[config.mk]
export PLATFORM = sky130hd
export DESIGN_NAME = cpfc_top
export DESIGN_NICKNAME = d
export VERILOG_FILES = /design/src/hw/cpfc_rate_map.v /design/src/hw/cpfc_ahb_slave.v /design/src/hw/cpfc_top.v
export VERILOG_INCLUDE_DIRS = /design/src /design/src/hw
export SDC_FILE = /design/constraint.sdc
export NUM_CORES = 1
export LEC_CHECK = 0
export BUFFER_PORTS_ARGS = -buffer_cell sky130_fd_sc_hd__clkbuf_2
export CAP_MARGIN = 20
export CORE_ASPECT_RATIO = 1.4
export CORE_UTILIZATION = 39
export CTS_BUF_LIST = sky130_fd_sc_hd__clkbuf_16
export CTS_CLUSTER_DIAMETER = 60
export DETAILED_ROUTE_END_ITERATION = 8
export HOLD_SLACK_MARGIN = 0.15
export PLACE_DENSITY = 0.86
export RECOVER_POWER = 25
export SYNTH_ARGS = -nofsm -noshare
export SYNTH_HDL_FRONTEND = slang
export SYNTH_SLANG_ARGS = --single-unit
[constraint.sdc]
create_clock -name sys_clk -period 1.67 [get_ports sys_clk]
set_input_delay 0.0835 -clock sys_clk [delete_from_list [all_inputs] [get_ports sys_clk]]
set_output_delay 0.0835 -clock sys_clk [all_outputs]
set_load 0.01 [all_outputs]
[src/hw/cpfc_defs.vh]
// Constants for the clock path frequency configuration block.
// Assumes inclusion by bare name from the hw/ design files.
// Functional notes
// RULE_01 - Redirect bit 1 disables aux digital loop; its detector measures main versus aux.
// RULE_02 - Source select bit routes aux multiplier from aux loop (0) or main loop (1).
// RULE_03 - Main-to-aux rate code 00 gives 98.304 MHz, 01 gives 131.072 MHz.
// RULE_04 - Main-to-aux rate code 10 gives 148.224 MHz, 11 gives 98.816 MHz.
// RULE_05 - Main rate codes 000 to 101 select six rates; 110 and 111 unused.
// RULE_06 - Aux bandwidth register is read/write, resets to zero, bits 7:2 unused.
// RULE_07 - Unused bits ignore writes, read zero; reserved rate codes keep running setting.
`ifndef CPFC_DEFS_VH
`define CPFC_DEFS_VH
`define CPFC_MAIN_CFG_ADDR    8'h00
`define CPFC_AUX_BW_ADDR      8'h04
`define CPFC_MAIN_CFG_RESET   8'h01
`define CPFC_AUX_BW_RESET     8'h00
`define CPFC_MAIN_CFG_MASK    8'hf7
`define CPFC_AUX_BW_MASK      8'h03
`define CPFC_REDIRECT_BIT     7
`define CPFC_SRC_SEL_BIT      6
`define CPFC_AUX_RATE_HI      5
`define CPFC_AUX_RATE_LO      4
`define CPFC_MAIN_RATE_HI     2
`define CPFC_MAIN_RATE_LO     0
`define CPFC_MAIN_RATE_LAST   3'h5
// Rate identifiers driven to the analogue multipliers
`define CPFC_R_77_DIG         3'h0
`define CPFC_R_77_ANA         3'h1
`define CPFC_R_12E1           3'h2
`define CPFC_R_16E1           3'h3
`define CPFC_R_24DS1          3'h4
`define CPFC_R_16DS1          3'h5
`endif

[src/hw/cpfc_rate_map.v]
// Maps the two-bit main-to-aux rate field onto a multiplier rate identifier.
// Assumes a static field from the configuration register.
`timescale 1ns/1ps
`default_nettype none
`include "cpfc_defs.vh"
module cpfc_rate_map (
   input  wire [1:0] rate_code,
   output reg  [2:0] rate_id
);
   // Two-bit code covers exactly four telecom rates
   always @* begin
      case (rate_code)
         2'h0:    rate_id = `CPFC_R_12E1;  // 98.304 MHz, see RULE_03
         2'h1:    rate_id = `CPFC_R_16E1;  // 131.072 MHz, see RULE_03
         2'h2:    rate_id = `CPFC_R_24DS1; // 148.224 MHz, see RULE_04
         default: rate_id = `CPFC_R_16DS1; // 98.816 MHz, see RULE_04
      endcase
   end
endmodule // cpfc_rate_map
`default_nettype wire

[src/hw/cpfc_ahb_slave.v]
// AHB-Lite slave front end: captures the address phase of single word transfers.
// Assumes one slave on the bus; always zero wait states, always OKAY.
`timescale 1ns/1ps
`default_nettype none
module cpfc_ahb_slave (
   input  wire        sys_clk,
   input  wire        rst_b,
   input  wire        hsel,
   input  wire [31:0] haddr,
   input  wire [1:0]  htrans,
   input  wire        hwrite,
   input  wire        hready,
   output reg         wr_pend_reg,
   output reg  [7:0]  addr_reg,
   output wire        rd_now,
   output wire [7:0]  rd_addr,
   output wire        hreadyout,
   output wire        hresp
);
   wire take;
   assign take = hsel & hready & htrans[1];
   // Reads decode in the address phase so data is registered for the data phase
   assign rd_now    = take & ~hwrite;
   assign rd_addr   = haddr[7:0];
   assign hreadyout = 1'b1;
   assign hresp     = 1'b0;
   // Write data arrives one cycle later, so remember the address
   always @(posedge sys_clk) begin
      if (!rst_b) begin
         wr_pend_reg <= 1'b0;
         addr_reg    <= 8'h00;
      end else begin
         wr_pend_reg <= take & hwrite;
         addr_reg    <= haddr[7:0];
      end
   end
endmodule // cpfc_ahb_slave
`default_nettype wire

[src/hw/cpfc_top.v]
// Clock path frequency configuration: two registers steering the main and aux paths.
// Assumes a single AHB-Lite master, word accesses, inputs synchronous to sys_clk.
//
// Design decisions made here: the address map and the AHB-Lite register port.
`timescale 1ns/1ps
`default_nettype none
`include "cpfc_defs.vh"
module cpfc_top (
   input  wire        sys_clk,
   input  wire        rst_b,
   input  wire        hsel,
   input  wire [31:0] haddr,
   input  wire [1:0]  htrans,
   input  wire        hwrite,
   input  wire [2:0]  hsize,
   input  wire [31:0] hwdata,
   input  wire        hready,
   output reg  [31:0] hrdata,
   output wire        hreadyout,
   output wire        hresp,
   output reg  [2:0]  main_rate_id,
   output reg         main_analogue_feedback,
   output reg         aux_loop_enable,
   output reg         phase_measure_active,
   output reg         aux_multiplier_from_main,
   output reg  [2:0]  aux_multiplier_rate,
   output reg  [1:0]  aux_loop_bandwidth
);
   reg  [7:0] main_cfg_reg;
   reg  [7:0] main_cfg_next;
   reg  [7:0] aux_bw_reg;
   reg  [7:0] aux_bw_next;
   reg  [2:0] run_rate_reg;
   wire       wr_pend;
   wire [7:0] wr_addr;
   wire       rd_now;
   wire [7:0] rd_addr;
   wire [2:0] mapped_rate;
   wire [2:0] new_rate;

   // Register read mux shared by the read path
   function [7:0] reg_view;
      input [7:0] a;
      input [7:0] m;
      input [7:0] b;
      begin
         if (a == `CPFC_MAIN_CFG_ADDR)
            reg_view = m;
         else if (a == `CPFC_AUX_BW_ADDR)
            reg_view = b;
         else
            reg_view = 8'h00;
      end
   endfunction

   cpfc_ahb_slave u_slave (
      .sys_clk     (sys_clk),
      .rst_b       (rst_b),
      .hsel        (hsel),
      .haddr       (haddr),
      .htrans      (htrans),
      .hwrite      (hwrite),
      .hready      (hready),
      .wr_pend_reg (wr_pend),
      .addr_reg    (wr_addr),
      .rd_now      (rd_now),
      .rd_addr     (rd_addr),
      .hreadyout   (hreadyout),
      .hresp       (hresp)
   );

   cpfc_rate_map u_map (
      .rate_code (main_cfg_reg[`CPFC_AUX_RATE_HI:`CPFC_AUX_RATE_LO]),
      .rate_id   (mapped_rate)
   );

   assign new_rate = main_cfg_reg[`CPFC_MAIN_RATE_HI:`CPFC_MAIN_RATE_LO];

   // Write path; unused bits masked so they always read zero
   always @* begin
      main_cfg_next = main_cfg_reg;
      aux_bw_next   = aux_bw_reg;
      if (wr_pend && wr_addr == `CPFC_MAIN_CFG_ADDR)
         main_cfg_next = hwdata[7:0] & `CPFC_MAIN_CFG_MASK; // see RULE_07
      if (wr_pend && wr_addr == `CPFC_AUX_BW_ADDR)
         aux_bw_next = hwdata[7:0] & `CPFC_AUX_BW_MASK;     // see RULE_06
   end

   // Register storage and read data
   always @(posedge sys_clk) begin
      if (!rst_b) begin
         main_cfg_reg <= `CPFC_MAIN_CFG_RESET;
         aux_bw_reg   <= `CPFC_AUX_BW_RESET;                // see RULE_06
         hrdata       <= 32'h00000000;
      end else begin
         main_cfg_reg <= main_cfg_next;
         aux_bw_reg   <= aux_bw_next;
         if (rd_now)
            hrdata <= {24'h000000, reg_view(rd_addr, main_cfg_reg, aux_bw_reg)};
      end
   end

   // Running main rate holds over a reserved code so the loop never sees it
   always @(posedge sys_clk) begin
      if (!rst_b)
         run_rate_reg <= `CPFC_R_77_ANA;
      else if (new_rate <= `CPFC_MAIN_RATE_LAST)
         run_rate_reg <= new_rate;                          // see RULE_05, see RULE_07
   end

   // Path control outputs, registered for clean timing into the analogue blocks
   always @(posedge sys_clk) begin
      if (!rst_b) begin
         main_rate_id             <= `CPFC_R_77_ANA;
         main_analogue_feedback   <= 1'b1;
         aux_loop_enable          <= 1'b1;
         phase_measure_active     <= 1'b0;
         aux_multiplier_from_main <= 1'b0;
         aux_multiplier_rate      <= `CPFC_R_77_DIG;
         aux_loop_bandwidth       <= 2'h0;
      end else begin
         main_rate_id           <= run_rate_reg;            // see RULE_05
         main_analogue_feedback <= (run_rate_reg != `CPFC_R_77_DIG);
         // Redirect turns the aux loop into a phase meter
         aux_loop_enable        <= ~main_cfg_reg[`CPFC_REDIRECT_BIT]; // see RULE_01
         phase_measure_active   <= main_cfg_reg[`CPFC_REDIRECT_BIT];  // see RULE_01
         aux_multiplier_from_main <= main_cfg_reg[`CPFC_SRC_SEL_BIT]; // see RULE_02
         // Rate only meaningful when the main loop drives the aux multiplier
         if (main_cfg_reg[`CPFC_SRC_SEL_BIT])
            aux_multiplier_rate <= mapped_rate;             // see RULE_03, see RULE_04
         else
            aux_multiplier_rate <= `CPFC_R_77_DIG;
         aux_loop_bandwidth     <= aux_bw_reg[1:0];
      end
   end
endmodule // cpfc_top
`default_nettype wire

==> Word level (Yosys, flattened, before mapping) <==
Cells that the tools add are included.
{ "word_totals": {"out_inout_bits": 46, "regBits": 41, "word_cells": 34, "inputBits": 74} }
{ "classes": {"bitwise": 6, "eq_ne": 4, "muxes": 3, "n_reduce_logical": 7, "order_cmp": 1} }
{ "op_table": {"columns": ["op", "n"], "rows": [
  ["$eq 8x3->1 const B", 2],
  ["$logic_not 8->1", 2],
  ["$pmux 3 s3", 1],
  ["$mux 8", 1],
  ["$and 1x1->1", 4],
  ["$le 3x3->1 const B", 1],
  ["$reduce_bool 3->1", 1],
  ["$eq 2x1->1 const B", 1],
  ["$eq 2x2->1 const B", 1],
  ["$logic_and 1x1->1", 2],
  ["$logic_not 2->1", 1],
  ["$mux 2", 1],
  ["$not 1->1", 2],
  ["$reduce_and 2->1", 1]
]} }

==> Depth between registers and ports, before layout <==
Gate-level depths: netlist of run 1.
{ "logic_depth": {"word_depth": 3, "depth_mapped": 4, "depth_no_buf": 3} }

==> Hierarchy <==
A second synthesis of run 1 with hierarchy kept.
{ "unflattened": {"cells_unflattened": 166, "area_unflattened_um2": 1622.8} }
{ "modules_own_cells": {"columns": ["mod", "cells_per_inst", "seq_area_each_um2", "area_per_inst_um2", "instances"], "rows": [
  ["cpfc_top", 130, 620.6, 1272.5, 1],
  ["cpfc_ahb_slave", 33, 180.2, 339.1, 1],
  ["cpfc_rate_map", 3, 0.0, 11.3, 1]
]} }

==> Worst setup path after synthesis of run 1 <==
Ideal clock, no wire load.
{ "synth_timing": {"path_kind": "reg-to-reg", "startpoint": "reg u_slave.addr_reg[4]", "endpoint": "reg main_cfg_reg[1]", "period_less_slack_ns": 1.464, "stages_incl_launch_ff": 4, "setup_ns": 0.072, "required_time_ns": 1.598, "n_path_buf": 0, "path_slack_ns": 0.206, "arrival_ns": 1.392, "cell_sequence": "dfxtp_1 or4b_4 nor3_4 mux2i_1"} }
{ "synth_via": {"elab_chain_len": 2} }
{ "synth_lines": {"columns": ["element", "line_no", "source"], "rows": [
  ["start, declared", "cpfc_ahb_slave.v:14", "output reg [7:0] addr_reg,"],
  ["start signal, assigned", "cpfc_ahb_slave.v:34", "addr_reg <= haddr[7:0];"],
  ["$logic_not 8->1 (no source line)", null, null],
  ["$logic_and 1x1->1 (no source line)", null, null],
  ["end signal, assigned", "cpfc_top.v:92", "main_cfg_reg <= `CPFC_MAIN_CFG_RESET;"],
  ["end signal, assigned", "cpfc_top.v:96", "main_cfg_reg <= main_cfg_next;"],
  ["end, declared", "cpfc_top.v:29", "reg [7:0] main_cfg_reg;"]
]} }
No other way between the ends.
A chain may end at the register's enable or synchronous reset.

==> Worst setup path after layout of run 1 <==
{ "layout_timing": {"startpoint": "reg u_slave.addr_reg[4]", "endpoint": "reg main_cfg_reg[6]"} }
Same word-level chain as after synthesis.

==> metrics.md, run 1 <==
| Metric | Value |
|---|---|
| Fin Setup TNS | 0 ps |
| Peak supply drop | 0.000883 V |
| Commonest cells after routing, fill and taps aside | dfxtp_1 (40), clkbuf_2 (38), conb_1 (27) |
| Root buffer cell | clkbuf_16 |
| Die height | 76.5 microns |
| Hold WS | 157 ps |
| CP Launch Type | register |
| Commonest non-fill, non-tap cell in the layout | dfxtp_1 |
| Adder-Cell Fraction of Synth Area | 0% |
| Row cnt | 26 |
| DR WL/cell | 10.5 microns |
| P_sw | 410 uW |
| DRT iter0 DRCs | 18 |
| Slew HR | 24.5% |
| Reg-to-reg critical path startpoint | u_slave.addr_reg[4]$_SDFF_PN0_ |
| DR vias | 1189 |
| GRT Total Usage | 14.4% |
| Critical path class | register to register |
| Net count, final | 292 |
| Vias per cell | 4.56 |
| Fmax | 0.658 GHz |
| Worst setup path startpoint | u_slave.addr_reg[4]$_SDFF_PN0_ |
| Seq pwr share | 45.7% |
| Initial DRT Pass Iterations | 4 |
| Worst Path Buf+Inv | 1 |
| Post-synthesis xor/xnor area fraction | 0% |
| Max-Cap Viols | 0 |
| Combinational power share | 6.2% |
| Ports | 120 |
| Final setup vio count | 0 |
| Die width | 55.2 microns |
| CP Cell Sequence | or4b_4 -> nor3_4 -> buf_12 -> mux2i_1 |
| Share of cells above drive strength 1 | 24.2% |
| Final antenna-violating net count | 0 |
| Sw Ratio | 19.2% |
| Initial Util | 41.7% |
| Layout area overhead | 31.7% |
| Lkg Pwr | 0.000924 uW |
| Critical Path Sink Type | register |
| CTS Sinks | 40 |
| Max FO, Critical Path | 6 |
| Post-Place Setup Slack | 171 ps |
| Worst endpoint required time | 1870 ps |
| # diodes | 0 |
| Final Max Tran Viols | 0 |
| Multi-input logic area | 611 sq um |
| CTS buffer count | 5 |
| Residual DRC | 0 |
| H-tree lvl count | 2 |
| Worst setup margin | 150 ps |
| CP max-delay cell | or4b_4 |
| Multiplexer share of the synthesized area | 5.34% |
| Run status | finished, final reports clean |
| Clk_skew | 5.41 ps |
| CTS Buffer Depth | 2 |
| Clk Latency, worst-skew pair | 270 ps |
| Worst-margin pin slew | 1130 ps |
| Syn. warnings | 0 |
| Largest net degree at the start of global routing | 33 |
| Max reg flops | 8 |
| Finished Cell Area | 2040 sq um |
| Die area | 4230 sq um |
| Post-Synth Simple-Gate Area | 21.6% |
| Top cell family by delay on the critical path | simple AND/OR/NAND/NOR gates |
| Synthesized area | 1550 sq um |
| CORE AREA | 3710 sq um |
| WL final | 2.74 mm |
| Syn Inst Count | 159 |
| RePlAce Congestion | 0.835 |
| Compound-gate portion of the synthesized area | 5.58% |
| Internal | 1720 uW |
| Port Buf Inserts | 39 |
| Flops & latches, synth | 40 |
| Seq/Total Area, Yosys | 51.7% |
| Fin. Hold Viols | 0 |
| Count of cell types in the netlist | 28 |
| Clk pwr share | 48.2% |
| Crit-path max cell delay | 580 ps |
| Crit path time final | 1520 ps |
| Initial antenna violation count | 0 |
| Unrepaired setup endpoints after global routing | false |
| Layout fillers | 331 |
| CP arrival | 1720 ps |
| First-pass GRT wire length | 4.69 mm |
| Mean Syn Cell Area | 9.73 sq um |
| Clk slew on worst S/H paths | 60 ps |
| Worst hold path type | input port to register |
| Cell area power density | 1050 nW/um^2 |
| GRT Residual Overflow | 0 |
| Share of the clock period used by the worst path | 91.0% |
| Worst Hold Launch | haddr[4] |
| CTS tree | yes |
| Area after DPL | 1700 sq um |
| Largest family of logic cells by synthesized area | simple AND/OR/NAND/NOR gates |
| Total area of sequential cells | 801 sq um |
| Vias in the first global route | 1085 |
| Post-DP HPWL | 1.91 mm |
worst paths after layout:
path	to	cells after the start	slack [ps]
max	main_cfg_reg[6]$_SDFFE_PN0P_	4	150
max reg2reg	main_cfg_reg[6]$_SDFFE_PN0P_	4	150
min reg2reg	aux_multiplier_rate[1]$_SDFF_PN0_	1	430
min	hrdata[0]$_SDFFE_PN0P_	4	160
cells by family after synthesis:
family	after synthesis
AO/OA/AOI/OAI	15
buffers and inverters	36
flip-flops	40
multiplexers	8
other	2
AND/OR/NAND/NOR	58
cell type report:
type	instances	share of cell area, %
Inverter	5	0.921
Clock inverter	3	1.90
Clock buffer	5	6.14
Multi-Input combinational cell	108	30.0
Tap cell	42	2.58
Timing Repair Buffer	58	19.2
Sequential cell	40	39.3
cells in the mapped netlist:
library cell | instances | area share [%]
nand4_1 | 2 | 0.81
nand3_1 | 9 | 2.9
o21ai_0 | 8 | 2.6
a21boi_0 | 2 | 0.97
nor4b_1 | 1 | 0.57
or4_4 | 1 | 0.73
dfxtp_1 | 40 | 52
nand2b_1 | 1 | 0.40
and4b_1 | 1 | 0.65
a31oi_1 | 1 | 0.40
clkbuf_1 | 4 | 0.97
and3_1 | 2 | 0.81
conb_1 | 2 | 0.49
a21oi_1 | 2 | 0.65
nor2_1 | 2 | 0.49
nand2_1 | 18 | 4.4
nor3_4 | 1 | 1.1
mux2i_1 | 6 | 3.9
and2_1 | 12 | 4.9
or4b_4 | 1 | 0.89
or3_1 | 1 | 0.40
nor3_1 | 1 | 0.32
o31ai_1 | 2 | 0.97
inv_1 | 5 | 1.2
buf_4 | 27 | 13
mux2_2 | 2 | 1.5
nand4b_1 | 2 | 1.1
nor4_1 | 3 | 1.2
stage by stage:
stage | total power [uW] | instances | utilization (%)
global placement | 1090 | 236 | 45.8
detailed placement | 1090 | 236 | 45.8
finish | 2130 | 261 | 55.0
global route | 2220 | 261 | 55.0
CTS | 2160 | 261 | 54.8
floorplan | 1100 | 184 | -
metal layers:
metal	up-vias	wire length [microns]	track usage, %	part of all wire [%]
met3	2	172	4.58	6.3
met2	55	1430	26.0	52
met1	533	1110	14.3	40
met4	0	27	7.50	0.98
met5	-	0	0	0
li1	599	-	-	-
what timing repair did:
action / 4_1_cts / 5_1_grt
hold endpoints to repair: 18 / 0
setup endpoints to repair: 0 / 3
resized for setup: 0 / 1
buffers inserted: 0 / 0
hold buffers: 17 / 0
tightest hold or removal path, stage by stage:
cell and delay (ps):
clkbuf_2 90, nor4_2 60, nand4_1 70, a21boi_0 70
power by group through the flow:
stage          clock, uW  sequential, uW  combinational, uW
2_1_floorplan          0             992                111
3_3_place_gp           0             993               98.9
3_5_place_dp           0             994                100
4_1_cts             1050             973                130
5_1_grt             1100             974                145
6_report            1030             974                131
Note: power is estimated with default switching activity, not from simulation.
==> run 2: changes to the inputs <==
--- a/config.mk
+++ b/config.mk
@@ -8,7 +8,7 @@
 export LEC_CHECK = 0
 export BUFFER_PORTS_ARGS = -buffer_cell sky130_fd_sc_hd__clkbuf_2
 export CAP_MARGIN = 20
-export CORE_ASPECT_RATIO = 1.4
+export CORE_ASPECT_RATIO = 1.1
 export CORE_UTILIZATION = 39
 export CTS_BUF_LIST = sky130_fd_sc_hd__clkbuf_16
 export CTS_CLUSTER_DIAMETER = 60
==> run 2 against run 1 <==
  * Combinational power hardly changed
  * Largest cell class unchanged
  * Routed wire length is 0.58% higher
  * Flip-flop and latch count stayed put
  * First-iteration DRC count grew to 3.3 times the previous value
  * Design area is 0.49% higher
  * Register-to-register slack better by 20 ps
  * Non-clock buffer count stayed put
  * Cell count is 3.1% higher
==> metrics.md, run 2 (synthesis gave the netlist of run 1 again) <==
| Metric | Value |
|---|---|
| Die width | 62.1 microns (+12%) |
| Post-CTS Setup Inserts | 0 (unchanged) |
| Layout area overhead | 32.3% |
| Seq pwr share | 45.6% (about the same) |
| Clk slew on worst S/H paths | 50 ps (about the same) |
| GRT Residual Overflow | 0 (unchanged) |
| Crit path time final | 1500 ps (-15.2 ps) |
| Die height | 68.1 microns (-11%) |
| Clk Latency, worst-skew pair | 270 ps (about the same) |
| Worst-margin pin slew | 778 ps (-354 ps) |
| CTS buffer count | 5 (unchanged) |
| Vias in the first global route | 1055 (-2.8%) |
| Cell area power density | 1040 nW/um^2 (-0.36%) |
| Total Power | 2130 uW (+0.12%) |
| CTS Buffer Depth | 2 (unchanged) |
| Slew HR | 48.2% (+24 points) |
| Combinational power share | 6.2% (about the same) |
| Ports | 120 (unchanged) |
| RePlAce Congestion | 0.749 (-10%) |
| Max-Cap Viols | 0 (unchanged) |
| CTS tree | yes |
| Post-DP HPWL | 1.94 mm (+2.0%) |
| Crit-path max cell delay | 580 ps (about the same) |
| # diodes | 0 (unchanged) |
| H-tree lvl count | 2 (unchanged) |
| CP max-delay cell | or4b_4 |
| Clk_skew | 3.03 ps (-2.38 ps) |
| Final Max Tran Viols | 0 (unchanged) |
| DRT iter0 DRCs | 59 (+41) |
| Die area | 4220 sq um (about the same) |
| Root buffer cell | clkbuf_16 |
| CP Cell Sequence | or4b_4 -> nor3_4 -> buf_12 -> mux2i_1 |
| CP arrival | 1700 ps (-20 ps) |
| Critical Path Sink Type | register |
| Internal | 1720 uW (about the same) |
| Run status | finished, final reports clean |
| Commonest cells after routing, fill and taps aside | dfxtp_1 (40), clkbuf_2 (38), conb_1 (27) |
| Fin Setup TNS | 0 ps (unchanged) |
| DR vias | 1184 (-0.42%) |
| Unrepaired setup endpoints after global routing | false |
| Max FO, Critical Path | 6 (unchanged) |
| Worst endpoint required time | 1870 ps (about the same) |
| Share of the clock period used by the worst path | 90.1% (-0.91 points) |
| Initial Util | 41.7% (-0.042 points) |
| Vias per cell | 4.40 (-3.4%) |
| First-pass GRT wire length | 4.46 mm (-4.9%) |
| Critical path class | register to register |
| Max reg flops | 8 (unchanged) |
| CORE AREA | 3710 sq um (+0.10%) |
| Worst hold path type | input port to register |
| Final setup vio count | 0 (unchanged) |
| Sw Ratio | 19.3% (+0.11 points) |
| Row cnt | 23 (-12%) |
| Initial DRT Pass Iterations | 4 (unchanged) |
| Share of cells above drive strength 1 | 24.2% (unchanged) |
| Final antenna-violating net count | 0 (unchanged) |
| Clk pwr share | 48.1% (about the same) |
| DR WL/cell | 10.3 microns (-2.4%) |
| Initial antenna violation count | 0 (unchanged) |
| Fmax | 0.665 GHz (+1.0%) |
| Port Buf Inserts | 39 (unchanged) |
| CTS Sinks | 40 (unchanged) |
| Net count, final | 292 (unchanged) |
| Peak supply drop | 0.000579 V (-34%) |
| P_sw | 413 uW (+0.70%) |
| GRT Total Usage | 14.7% (+0.34 points) |
| WL final | 2.76 mm (+0.58%) |
| Lkg Pwr | 0.000924 uW (unchanged) |
| CP Launch Type | register |
| Largest net degree at the start of global routing | 23 (-30%) |
| Residual DRC | 0 (unchanged) |
| Commonest non-fill, non-tap cell in the layout | dfxtp_1 |
| Hold WS | 313 ps (+156 ps) |
| Fin. Hold Viols | 0 (unchanged) |
[run 2: cell counts in the layout (fill, tap and decap cells not counted)]
Identical to the previous run, type by type.
[run 2: final timing paths]
path	start	to	slack (ps)	depth (start not counted)
setup / recovery	u_slave.addr_reg[4]$_SDFF_PN0_	main_cfg_reg[1]$_SDFFE_PN0P_	170	4
hold / removal	htrans[1]	hrdata[0]$_SDFFE_PN0P_	310	4
setup reg to reg	u_slave.addr_reg[4]$_SDFF_PN0_	main_cfg_reg[1]$_SDFFE_PN0P_	170	4
hold reg to reg	main_cfg_reg[7]$_SDFFE_PN0P_	aux_loop_enable$_SDFF_PN1_	440	1
[run 2: area by class of cell]
type / instances / area (sq um)
clock buffers: 5 / 125
multi-input cells: 108 / 611
repair buffers: 58 / 392
flip-flops and latches: 40 / 801
clock inverters: 3 / 38.8
inverters: 5 / 18.8
well taps: 50 / 62.6
fillers: 340 / 1660
[run 2: power by group through the flow]
| stage | Combinational, uW | Sequential (uW) | Clock (uW) |
|---|---|---|---|
| after floorplan | 111 | 992 | 0 |
| after global placement | 99.1 | 993 | 0 |
| after detailed placement | 100 | 994 | 0 |
| after CTS | 131 | 973 | 1050 |
| after global routing | 148 | 973 | 1100 |
| final | 133 | 973 | 1030 |
[run 2: critical path: cells and delay by family (launching register included)]
kind                   cells  cell delay (ps)
buffers and inverters      1              150
DFF                        1              310
muxes                      1              180
and+or+nand+nor            2              790
[run 2: metal layers]
layer,routed length (microns),up-vias,track usage (%)
met4,24,0,5.28
met1,1120,538,17.2
met3,185,4,5.10
met2,1430,48,24.5
li1,-,594,-
met5,0,-,0
[run 2: timing repair]
item / 4_1_cts / 5_1_grt
hold buffers: 17 / 0
resized for setup: 0 / 1
setup endpoints to repair: 0 / 5
endpoints found under the hold margin: 18 / 0
[run 2: per-stage QoR]
step / setup slack, ps / cells / util, % / cell area (sq um)
6_report: 166 / 269 / 55.2 / 2050
5_1_grt: 34.0 / 269 / 55.2 / 2050
4_1_cts: 88.6 / 269 / 55.0 / 2040
3_5_place_dp: 162 / 244 / 46.0 / 1710
3_3_place_gp: 202 / 244 / 46.0 / 1710
2_1_floorplan: 206 / 184 / - / 1640
